==> src/hdl/pulse_pin_pkg.sv <==
// Constants, register map and carrier types for the pulse pin I/O control.
// Assumes a 32-bit Avalon-MM slave port with full byte addresses.
package pulse_pin_pkg;

  localparam int PIN_COUNT = 4;
  localparam int FIELD_LSB_DEF = 16;
  localparam int BUS_AW = 32;
  localparam int BUS_DW = 32;
  localparam int BUS_BE = 4;

  // Register byte addresses
  localparam logic [31:0] ADDR_IO_SEL_ENABLE = 32'hFFFD0000;
  localparam logic [31:0] ADDR_IO_SEL_DISABLE = 32'hFFFD0004;
  localparam logic [31:0] ADDR_IO_SEL_STATUS = 32'hFFFD0008;
  localparam logic [31:0] ADDR_PIN_OUTPUT_ENABLE = 32'hFFFD0010;
  localparam logic [31:0] ADDR_PIN_OUTPUT_DISABLE = 32'hFFFD0014;
  localparam logic [31:0] ADDR_PIN_OUTPUT_STATUS = 32'hFFFD0018;
  localparam logic [31:0] ADDR_PIN_SET_LEVEL = 32'hFFFD0030;
  localparam logic [31:0] ADDR_PIN_CLEAR_LEVEL = 32'hFFFD0034;
  localparam logic [31:0] ADDR_COMMANDED_LEVEL_STATUS = 32'hFFFD0038;
  localparam logic [31:0] ADDR_PIN_ACTUAL_LEVEL = 32'hFFFD003C;
  localparam logic [31:0] ADDR_OPEN_DRAIN_ENABLE = 32'hFFFD0040;
  localparam logic [31:0] ADDR_OPEN_DRAIN_DISABLE = 32'hFFFD0044;
  localparam logic [31:0] ADDR_OPEN_DRAIN_STATUS = 32'hFFFD0048;

  // Reset values of the pin fields
  localparam logic [PIN_COUNT-1:0] IO_SEL_RESET = 4'hF;
  localparam logic [PIN_COUNT-1:0] OUTPUT_EN_RESET = 4'h0;
  localparam logic [PIN_COUNT-1:0] LEVEL_RESET = 4'h0;
  localparam logic [PIN_COUNT-1:0] OPEN_DRAIN_RESET = 4'h0;

  // Value read from unmapped or write-only addresses
  localparam logic [31:0] READ_ZERO = 32'h00000000;

  // Synchroniser depth on the pad inputs
  localparam int SYNC_STAGES = 2;

  // Per-pin control state, one bit per pin in each field
  typedef struct packed {
    logic [PIN_COUNT-1:0] io_sel;
    logic [PIN_COUNT-1:0] out_en;
    logic [PIN_COUNT-1:0] level;
    logic [PIN_COUNT-1:0] open_drain;
  } pin_ctrl_t;

  // Pad drive for all pins
  typedef struct packed {
    logic [PIN_COUNT-1:0] out;
    logic [PIN_COUNT-1:0] oe;
  } pad_drive_t;

endpackage

==> src/hdl/pulse_pin_io_control.sv <==
// General-purpose I/O control of the four pulse generator pins.
// Assumes an Avalon-MM master on mclk_i and pads resolved outside.
`timescale 1ns/1ps
`default_nettype none
// Summary of operation
// - Pins sit in bits 16 to 19 and the output status reads 1 where a driver is enabled.
// - A write-only output disable register turns drivers off, which then read 0.
// - Write-only set and clear registers make a pin drive 1 or 0.
// - A read-only register returns the level each pin is commanded to drive.
// - A read-only register returns the level really present on each pin.
// - A write-only register puts a pin into open drain, which then reads 1.
// - A write-only register returns a pin to push-pull, which then reads 0.
// - The I/O control acts only on pins selected for I/O; others carry the pulse output.
// - After reset every pin is in I/O mode with its driver off, acting as an input.
module pulse_pin_io_control
  import pulse_pin_pkg::*;
#(
  parameter int FIELD_LSB = FIELD_LSB_DEF
)
(
  input wire logic mclk_i,
  input wire logic rst_i,
  // Avalon-MM slave
  input wire logic [BUS_AW-1:0] avs_address_i,
  input wire logic avs_read_i,
  input wire logic avs_write_i,
  input wire logic [BUS_DW-1:0] avs_writedata_i,
  input wire logic [BUS_BE-1:0] avs_byteenable_i,
  output logic [BUS_DW-1:0] avs_readdata_o,
  output logic avs_waitrequest_o,
  // Pulse generator levels for pins not in I/O mode
  input wire logic [PIN_COUNT-1:0] pulse_level_i,
  // Pads, split into input, output and enable
  input wire logic [PIN_COUNT-1:0] pad_in_i,
  output logic [PIN_COUNT-1:0] pad_out_o,
  output logic [PIN_COUNT-1:0] pad_oe_o,
  // Current selection, for the pulse generator
  output logic [PIN_COUNT-1:0] io_mode_o
);

  // Reject field placements that straddle a byte lane or leave the word
  initial
  begin
    if (FIELD_LSB < 0 || FIELD_LSB + PIN_COUNT > BUS_DW)
    begin
      $error("pulse_pin_io_control: FIELD_LSB out of range");
    end
    if ((FIELD_LSB % 8) + PIN_COUNT > 8)
    begin
      $error("pulse_pin_io_control: pin field must sit in one byte lane");
    end
  end

  localparam int FIELD_LANE = FIELD_LSB / 8;

  // Pin field of a write word, or nothing if its lane is not enabled
  function automatic logic [PIN_COUNT-1:0] field_of(
    input logic [BUS_DW-1:0] data,
    input logic [BUS_BE-1:0] be
  );
    logic [PIN_COUNT-1:0] f;
    f = data[FIELD_LSB +: PIN_COUNT];
    if (!be[FIELD_LANE])
    begin
      f = '0;
    end
    return f;
  endfunction

  // Place a pin field in a read word, all else zero
  function automatic logic [BUS_DW-1:0] word_of(
    input logic [PIN_COUNT-1:0] f
  );
    logic [BUS_DW-1:0] w;
    w = READ_ZERO;
    w[FIELD_LSB +: PIN_COUNT] = f;
    return w;
  endfunction

  // Bus handshake state
  typedef enum logic [1:0] {
    BUS_IDLE = 2'b01,
    BUS_ANSWER = 2'b10
  } bus_state_t;

  bus_state_t bus_state;
  bus_state_t next_bus_state;

  pin_ctrl_t ctrl;
  pad_drive_t pad;
  logic [PIN_COUNT-1:0] pin_level;
  logic [BUS_DW-1:0] next_readdata;
  logic wr_commit;
  logic [PIN_COUNT-1:0] wr_field;

  // Decoded write strobes, one per write-only register
  logic wr_sel_en;
  logic wr_sel_dis;
  logic wr_oe_en;
  logic wr_oe_dis;
  logic wr_set;
  logic wr_clr;
  logic wr_od_en;
  logic wr_od_dis;

  // Pad level is asynchronous, so it passes two flops first
  pin_sync #(
    .WIDTH(PIN_COUNT)
  ) u_sync (
    .mclk_i(mclk_i),
    .rst_i(rst_i),
    .async_i(pad_in_i),
    .sync_o(pin_level)
  );

  // Pad source selection and open drain handling
  pin_drive u_drive (
    .mclk_i(mclk_i),
    .rst_i(rst_i),
    .ctrl_i(ctrl),
    .pulse_level_i(pulse_level_i),
    .pad_o(pad)
  );

  assign pad_out_o = pad.out;
  assign pad_oe_o = pad.oe;
  assign io_mode_o = ctrl.io_sel;

  // One wait state: the request is taken in IDLE, answered in ANSWER
  always_comb
  begin
    next_bus_state = bus_state;
    case (bus_state)
      BUS_IDLE:
      begin
        if (avs_read_i || avs_write_i)
        begin
          next_bus_state = BUS_ANSWER;
        end
      end
      BUS_ANSWER:
      begin
        next_bus_state = BUS_IDLE;
      end
      default:
      begin
        next_bus_state = BUS_IDLE;
      end
    endcase
  end

  always_ff @(posedge mclk_i)
  begin
    if (rst_i)
    begin
      bus_state <= BUS_IDLE;
    end
    else
    begin
      bus_state <= next_bus_state;
    end
  end

  // Waitrequest drops in the answer cycle and stays low while no request is pending
  assign avs_waitrequest_o = (avs_read_i || avs_write_i) && (bus_state != BUS_ANSWER);

  // Writes commit at the edge where waitrequest is low
  assign wr_commit = avs_write_i && (bus_state == BUS_ANSWER);
  assign wr_field = field_of(avs_writedata_i, avs_byteenable_i); // Other bits ignored

  // Address decode of write-only registers
  assign wr_sel_en = wr_commit && (avs_address_i == ADDR_IO_SEL_ENABLE);
  assign wr_sel_dis = wr_commit && (avs_address_i == ADDR_IO_SEL_DISABLE);
  assign wr_oe_en = wr_commit && (avs_address_i == ADDR_PIN_OUTPUT_ENABLE);
  assign wr_oe_dis = wr_commit && (avs_address_i == ADDR_PIN_OUTPUT_DISABLE);
  assign wr_set = wr_commit && (avs_address_i == ADDR_PIN_SET_LEVEL);
  assign wr_clr = wr_commit && (avs_address_i == ADDR_PIN_CLEAR_LEVEL);
  assign wr_od_en = wr_commit && (avs_address_i == ADDR_OPEN_DRAIN_ENABLE);
  assign wr_od_dis = wr_commit && (avs_address_i == ADDR_OPEN_DRAIN_DISABLE);

  // Pin selection; all pins start in I/O mode
  always_ff @(posedge mclk_i)
  begin
    if (rst_i)
    begin
      ctrl.io_sel <= IO_SEL_RESET;
    end
    else if (wr_sel_en)
    begin
      ctrl.io_sel <= ctrl.io_sel | wr_field;
    end
    else if (wr_sel_dis)
    begin
      ctrl.io_sel <= ctrl.io_sel & ~wr_field;
    end
  end

  // Output driver enable; drivers off after reset
  always_ff @(posedge mclk_i)
  begin
    if (rst_i)
    begin
      ctrl.out_en <= OUTPUT_EN_RESET;
    end
    else if (wr_oe_en)
    begin
      ctrl.out_en <= ctrl.out_en | wr_field;
    end
    else if (wr_oe_dis)
    begin
      ctrl.out_en <= ctrl.out_en & ~wr_field;
    end
  end

  // Commanded level, set and clear by separate writes
  always_ff @(posedge mclk_i)
  begin
    if (rst_i)
    begin
      ctrl.level <= LEVEL_RESET;
    end
    else if (wr_set)
    begin
      ctrl.level <= ctrl.level | wr_field;
    end
    else if (wr_clr)
    begin
      ctrl.level <= ctrl.level & ~wr_field;
    end
  end

  // Open drain selection
  always_ff @(posedge mclk_i)
  begin
    if (rst_i)
    begin
      ctrl.open_drain <= OPEN_DRAIN_RESET;
    end
    else if (wr_od_en)
    begin
      ctrl.open_drain <= ctrl.open_drain | wr_field;
    end
    else if (wr_od_dis)
    begin
      ctrl.open_drain <= ctrl.open_drain & ~wr_field;
    end
  end

  // Read mux; write-only and unmapped addresses read zero
  always_comb
  begin
    case (avs_address_i)
      ADDR_IO_SEL_STATUS: next_readdata = word_of(ctrl.io_sel);
      ADDR_PIN_OUTPUT_STATUS: next_readdata = word_of(ctrl.out_en);
      ADDR_COMMANDED_LEVEL_STATUS: next_readdata = word_of(ctrl.level);
      ADDR_PIN_ACTUAL_LEVEL: next_readdata = word_of(pin_level);
      ADDR_OPEN_DRAIN_STATUS: next_readdata = word_of(ctrl.open_drain);
      default: next_readdata = READ_ZERO;
    endcase
  end

  // Read data captured while waiting, so it stands in the answer cycle
  always_ff @(posedge mclk_i)
  begin
    if (rst_i)
    begin
      avs_readdata_o <= READ_ZERO;
    end
    else if (avs_read_i && bus_state == BUS_IDLE)
    begin
      avs_readdata_o <= next_readdata;
    end
  end

endmodule
`default_nettype wire

==> src/hdl/pin_sync.sv <==
// Two-flop synchroniser for the pad input levels.
// Assumes the pads are asynchronous to mclk_i.
`timescale 1ns/1ps
`default_nettype none
module pin_sync
  import pulse_pin_pkg::*;
#(
  parameter int WIDTH = PIN_COUNT
)
(
  input wire logic mclk_i,
  input wire logic rst_i,
  input wire logic [WIDTH-1:0] async_i,
  output logic [WIDTH-1:0] sync_o
);

  logic [WIDTH-1:0] meta;

  initial
  begin
    if (WIDTH < 1)
    begin
      $error("pin_sync: WIDTH must be at least 1");
    end
  end

  // First stage feeds only the second
  always_ff @(posedge mclk_i)
  begin
    if (rst_i)
    begin
      meta <= '0;
      sync_o <= '0;
    end
    else
    begin
      meta <= async_i;
      sync_o <= meta;
    end
  end

endmodule
`default_nettype wire

==> src/hdl/pin_drive.sv <==
// Pad drive stage: picks I/O or pulse source and applies open drain.
// Assumes pulse levels come from logic on mclk_i.
`timescale 1ns/1ps
`default_nettype none
module pin_drive
  import pulse_pin_pkg::*;
(
  input wire logic mclk_i,
  input wire logic rst_i,
  input wire pin_ctrl_t ctrl_i,
  input wire logic [PIN_COUNT-1:0] pulse_level_i,
  output pad_drive_t pad_o
);

  pad_drive_t next_pad;

  // Per pin source and driver choice
  always_comb
  begin
    next_pad = '0;
    for (int i = 0; i < PIN_COUNT; i++)
    begin
      if (!ctrl_i.io_sel[i])
      begin
        // Pulse mode: generator owns the pin
        next_pad.out[i] = pulse_level_i[i];
        next_pad.oe[i] = 1'b1;
      end
      else if (ctrl_i.open_drain[i])
      begin
        // A high level releases the pin instead of driving it
        next_pad.out[i] = 1'b0;
        next_pad.oe[i] = ctrl_i.out_en[i] & ~ctrl_i.level[i];
      end
      else
      begin
        // Push-pull, driver only when enabled
        next_pad.out[i] = ctrl_i.level[i];
        next_pad.oe[i] = ctrl_i.out_en[i];
      end
    end
  end

  // Registered pad drive; reset leaves all drivers off
  always_ff @(posedge mclk_i)
  begin
    if (rst_i)
    begin
      pad_o <= '0;
    end
    else
    begin
      pad_o <= next_pad;
    end
  end

endmodule
`default_nettype wire

==> config.mk <==
export PLATFORM = sky130hd
export DESIGN_NAME = pulse_pin_io_control
export DESIGN_NICKNAME = d
export VERILOG_FILES = /design/src/hdl/pulse_pin_pkg.sv /design/src/hdl/pulse_pin_io_control.sv /design/src/hdl/pin_sync.sv /design/src/hdl/pin_drive.sv
export SDC_FILE = /design/constraint.sdc
export NUM_CORES = 1
export LEC_CHECK = 0
export BUFFER_PORTS_ARGS = -buffer_cell sky130_fd_sc_hd__buf_4
export CORE_ASPECT_RATIO = 1.1
export CORE_MARGIN = 2
export CORE_UTILIZATION = 39
export CTS_BUF_LIST = sky130_fd_sc_hd__clkbuf_16
export DETAILED_ROUTE_END_ITERATION = 10
export GPL_ROUTABILITY_DRIVEN = 0
export PLACE_DENSITY = 0.83
export SLEW_MARGIN = 20
export SYNTH_ARGS = -nofsm -noshare
export SYNTH_HDL_FRONTEND = slang
export SYNTH_SLANG_ARGS = --single-unit
==> constraint.sdc <==
create_clock -name mclk_i -period 1.6 [get_ports mclk_i]
set_clock_uncertainty 0.05 [all_clocks]
set_input_delay 0.16 -clock mclk_i [delete_from_list [all_inputs] [get_ports mclk_i]]
set_output_delay 0.16 -clock mclk_i [all_outputs]
set_load 0.02 [all_outputs]
After elaboration in Yosys (flattened, before gate mapping)

Index checks and enable logic that the tools add are counted.

Muxes and demuxes: 26
Reduce and logical (&&, ||, !) cells: 17
Equal/unequal tests: 16
Bitwise operators: 18

Operator list:

| operator                                                        | number |
|---|---|
| 32-bit == test, second input constant                           | 13 |
| 20-bit one-hot mux with 5 select lines                          | 1 |
| 4-bit 2-to-1 mux                                                | 9 |
| 4-bit AND                                                       | 4 |
| 1-bit 2-to-1 mux                                                | 16 |
| 4-bit OR                                                        | 4 |
| 1-bit logical AND                                               | 11 |
| 2-bit nonzero test                                              | 4 |
| 1-bit NOT                                                       | 5 |
| 1-bit AND                                                       | 4 |
| 4-bit NOT                                                       | 1 |
| 2-bit by 1-bit == test with 1-bit output, second input constant | 1 |
| 2-bit == test, second input constant                            | 1 |
| 2-bit inequality test, second input constant                    | 1 |
| 2-bit OR reduction                                              | 1 |
| 1-bit logical OR                                                | 1 |

Word-level logic and storage cells: 87
Bits of input ports: 80
Output and inout bits: 45
Flip-flop bits (word level): 66

Longest topological paths before layout

Depth after elaboration: 5
Mapped depth: 7
Gate-level depth less buffers: 5

Cells and area by module

Synthesis repeated with hierarchy kept, for this count alone.

Cell total of the unflattened synthesis: 221
Area total of the unflattened synthesis: 2075.7 um^2

Modules (own cells, without submodules):

| module               | area each (um^2) | sequential area each (um^2) | cells each | instances |
|---|---|---|---|---|
| pulse_pin_io_control | 1557.7           | 440.4                       | 176        | 1 |
| pin_drive            | 307.8            | 160.2                       | 29         | 1 |
| pin_sync             | 210.2            | 160.2                       | 16         | 1 |

Worst setup path after synthesis

OpenSTA, ideal clock, no wires.

Path kind: in2reg
Start point: in avs_address_i[5]
End point: reg avs_readdata_o[17]
Arrival time: 1390 ps
Stages on the path: 6
Buffers on the path: 1
Setup slack: 100 ps
Library setup time: 59 ps
Data required time: 1491 ps
Cell sequence: buf_2 -> or3_1 -> o22ai_2 -> nor2_1 -> a2111oi_1 -> a31o_1

Word-level cells in the longest chain between the ends: 2
Elaborated cells on any way between the ends: 6
Those cells by class: eq/ne: 5; mux: 1

RTL lines:

| what                                       | line                        | text |
|---|---|---|
| start, declared                            | pulse_pin_io_control.sv:24  | `input wire logic [BUS_AW-1:0] avs_address_i,` |
| 32-bit == test                             | pulse_pin_io_control.sv:252 | `case (avs_address_i)` |
| 20-bit one-hot mux with 5 select lines (*) | pulse_pin_io_control.sv:252 |  |
| end signal, assigned                       | pulse_pin_io_control.sv:271 | `avs_readdata_o <= next_readdata;` |
| end, declared                              | pulse_pin_io_control.sv:29  | `output logic [BUS_DW-1:0] avs_readdata_o,` |

Every way passes the cells marked *; elsewhere a longest branch is shown, timed or not.
A chain may end at the register's enable or synchronous reset.

==> metrics.md <==
| Metric | Value |
|---|---|
| Status | finished clean |
| Synth top area share | between 30% and 40% |
| Sequential fraction of the synthesis area | between 30% and 40% |
| CP Cell Sequence | inv_1 -> nand4_1 -> nor4_4 -> nand3_1 -> mux2i_1 |
| CTS-repair resized insts | 0 |
| Largest net degree at the start of global routing | 44 |
| R2R depth | 5 |
| Ys async rst share | 0% |
| Setup slack, reg-to-reg | about 200 ps |
| Syn. warnings | 0 |
| WHS Endpoint | u_sync.meta[3]$_SDFF_PP0_ |
| Worst reg2reg startpoint | bus_state[0]$_SDFFE_PP1N_ |
| TritonRoute pass-1 iters | 4 |
| Crit. End Element | flip-flop |
| Remaining antenna violation count after routing | 0 |
| Met1 Usage GRT | just under 20% |
| Area added between synthesis and finish | 29.7% |
| Final Hold Fails | 0 |
| Period utilization | ~87% |
| Clk slew on worst S/H paths | 50 ps |
| Area post-placement | about 2600 um^2 |
| CP max stage delay | ~380 ps |
| # diodes | 0 |
| Fin util | 51.6% |
| Max Cap Viol | 0 |
| Setup crit start kind | flip-flop |
| Design Power | ~2.2 mW |
| Fillcell total | 510 |
| Synth Instances | 242 |
| Slowest CP cell | nor4_4 |
| Final Non-Filler Cells | 386 |
| Total Routed Length | 4790 um |
| Hold Crit Class | input port to flip-flop |
| Fmax | 0.717 GHz |
| Multi-input gate area | 1130 um^2 |
| Routed via count | 1839 |
| Yosys reg bits | 38 |
| Leak Pwr | about 1.3 nW |
| Routing usage on met2 | 28.9% |
| GR Layer Usage met3 | 5.09% |
| Hpwl dp | 3580 um |
| CP arrival | 1500 ps |
| CP max FO | 4 |
| Top post-synthesis cells by count | dfxtp_1, buf_4, mux2i_1 |
| Max Slew Vio Count | 0 |
| Boundary Pins | between 100 and 150 |
| Finished Cell Area | 2750 um^2 |
| Register area | 761 um^2 |
| Overall Global Routing Usage | 16.9% |
| CP bufs+invs | 1 |
| Vias in the first global route | 1696 |
| Pwr Density | between 800 and 900 nW/um^2 |
| Crit path kind | flip-flop to flip-flop |
| Fraction of layout cells with a size suffix above 1 | 28.9% |
| TritonCTS sink count | 38 |
| CTS Buffer Depth | 2 |
| Initial antenna violation count | 0 |
| Largest cells by area after synthesis | dfxtp_1, buf_4, mux2i_1, nand2b_1, nand3_1 |
| Clock Latency Late Sink | 280 ps |
| RSZ-0062 raised after global routing | false |
| Worst Hold Launch | pad_in_i[3] |
| Clock buffer count from CTS | 5 |
| Setup violators final | 0 |
| Worst path required time | 1710 ps |
| Number of setup buffers added after CTS | 0 |
| Number of placed cells counting well taps | 379 |
| Top-count cell post-synth | dfxtp_1 |
| Hold path cells | 2 |
| Die Wd | 74.3 um |
| DRC viols | 0 |
| Avg Inst Size Synth | 8.75 um^2 |
| TritonCTS clock tree | built |
| DRT iter0 DRCs | 100 |
| GRT busiest layer | met2 |
| Nets | 391 |
| IO buf count | 65 |
| DR vias/cell | 4.76 |
| GRT overflow | 0 |
| Die height | 81.3 um |
| Effective utilization at floorplan | about two fifths |
| Maximum VDD drop | 436 uV |
| Row cnt | 28 |
| CP delay by family, top | simple AND/OR/NAND/NOR gates |
| Per-cell routed wire length | 12.4 um |
| Synth area leader | dfxtp_1 |
| Post-synth EDFFs | 0 |
| Syn Std Cell Area | 2120 um^2 |
| Hold_ws | 41.2 ps |
| Core area | 5330 um^2 |
| Root Buffer | clkbuf_16 |
| Number of distinct library cells after synthesis | 37 |
| Die area | roughly 6000 um^2 |
| H-tree depth | 2 |
| Ys flop type | dfxtp_1 |
| Post-layout min period | 1400 ps |
| First-pass GRT wire length | 7770 um |
| CTS Hold Bufs | 0 |
how the worst max path moves through the flow:
stage                         startpoint                              end  slack, ps  cells after the start
6_report       bus_state[0]$_SDFFE_PP1N_                        flip-flop        200                      5
5_1_grt                 avs_address_i[1]  avs_readdata_o[17]$_SDFFE_PP0P_         50                      6
4_1_cts        bus_state[0]$_SDFFE_PP1N_                        flip-flop        180                      5
3_5_place_dp            avs_address_i[1]  avs_readdata_o[17]$_SDFFE_PP0P_        -50                      6
3_3_place_gp            avs_address_i[1]  avs_readdata_o[19]$_SDFFE_PP0P_        -40                      6
2_1_floorplan           avs_address_i[5]  avs_readdata_o[17]$_SDFFE_PP0P_        100                      6
placed cells by master, fill, tap and decap left out, types with 2 or more instances in the layout:
cell type  synthesis  layout
buf_4             34      79
dfxtp_1           38      38
conb_1             1      28
mux2i_1           23      23
nand2b_1          17      17
nor2_1            15      15
nand3_1           13      13
nand2_1           12      12
a21oi_1           10      10
nor2b_1           10      10
nand4_1           10      10
inv_1              5       7
and3_1             5       5
nand3b_1           5       5
clkbuf_16          0       5
nor3b_1            4       4
nor4b_1            3       3
nor3_1             3       3
and4_1             2       2
nor4_1             2       2
o31ai_1            2       2
or3_1              2       2
o22ai_2            2       2
a2111oi_1          2       2
a31o_1             2       2
stage by stage:
| step | TNS (ps) | setup WS, ps |
|---|---|---|
| 2_1_floorplan | 0 | 100 |
| 3_3_place_gp | -196 | -39.7 |
| 3_5_place_dp | -387 | -51.6 |
| 4_1_cts | 0 | 183 |
| 5_1_grt | 0 | 47.8 |
| 6_report | 0 | 204 |
cells by family (layout without fill, tap and decap cells):
logic type	count (synthesis)	in the layout	synth area share, %
AO/OA/AOI/OAI	23	23	7.86
buffers and inverters	50	92	15.7
flip-flops	38	38	35.9
multiplexers	23	23	10.9
other	1	28	0.177
AND/OR/NAND/NOR	107	107	29.5
layout make-up:
cell class	instances	share of cell area (%)
Multi-Input combinational cell	181	41.0
Sequential cell	38	27.7
Timing Repair Buffer	80	22.3
Clock buffer	5	4.56
Tap cell	75	3.42
Inverter	5	0.683
Clock inverter	2	0.273
routing by layer:
metal,vias to the layer above,part of all wire (%)
met5,-,0
met4,0,1.5
met3,8,6.7
met2,59,50
met1,851,42
li1,921,-
power by group:
group | leakage [nW] | internal, mW | switching, mW
Combinational | 0.890 | 0.146 | 0.179
Sequential | 0.309 | 0.968 | 0.00929
Clock | 0.0723 | 0.556 | 0.346
Total | 1.27 | 1.67 | 0.534
No activity file was read; power rests on OpenSTA's default activity.
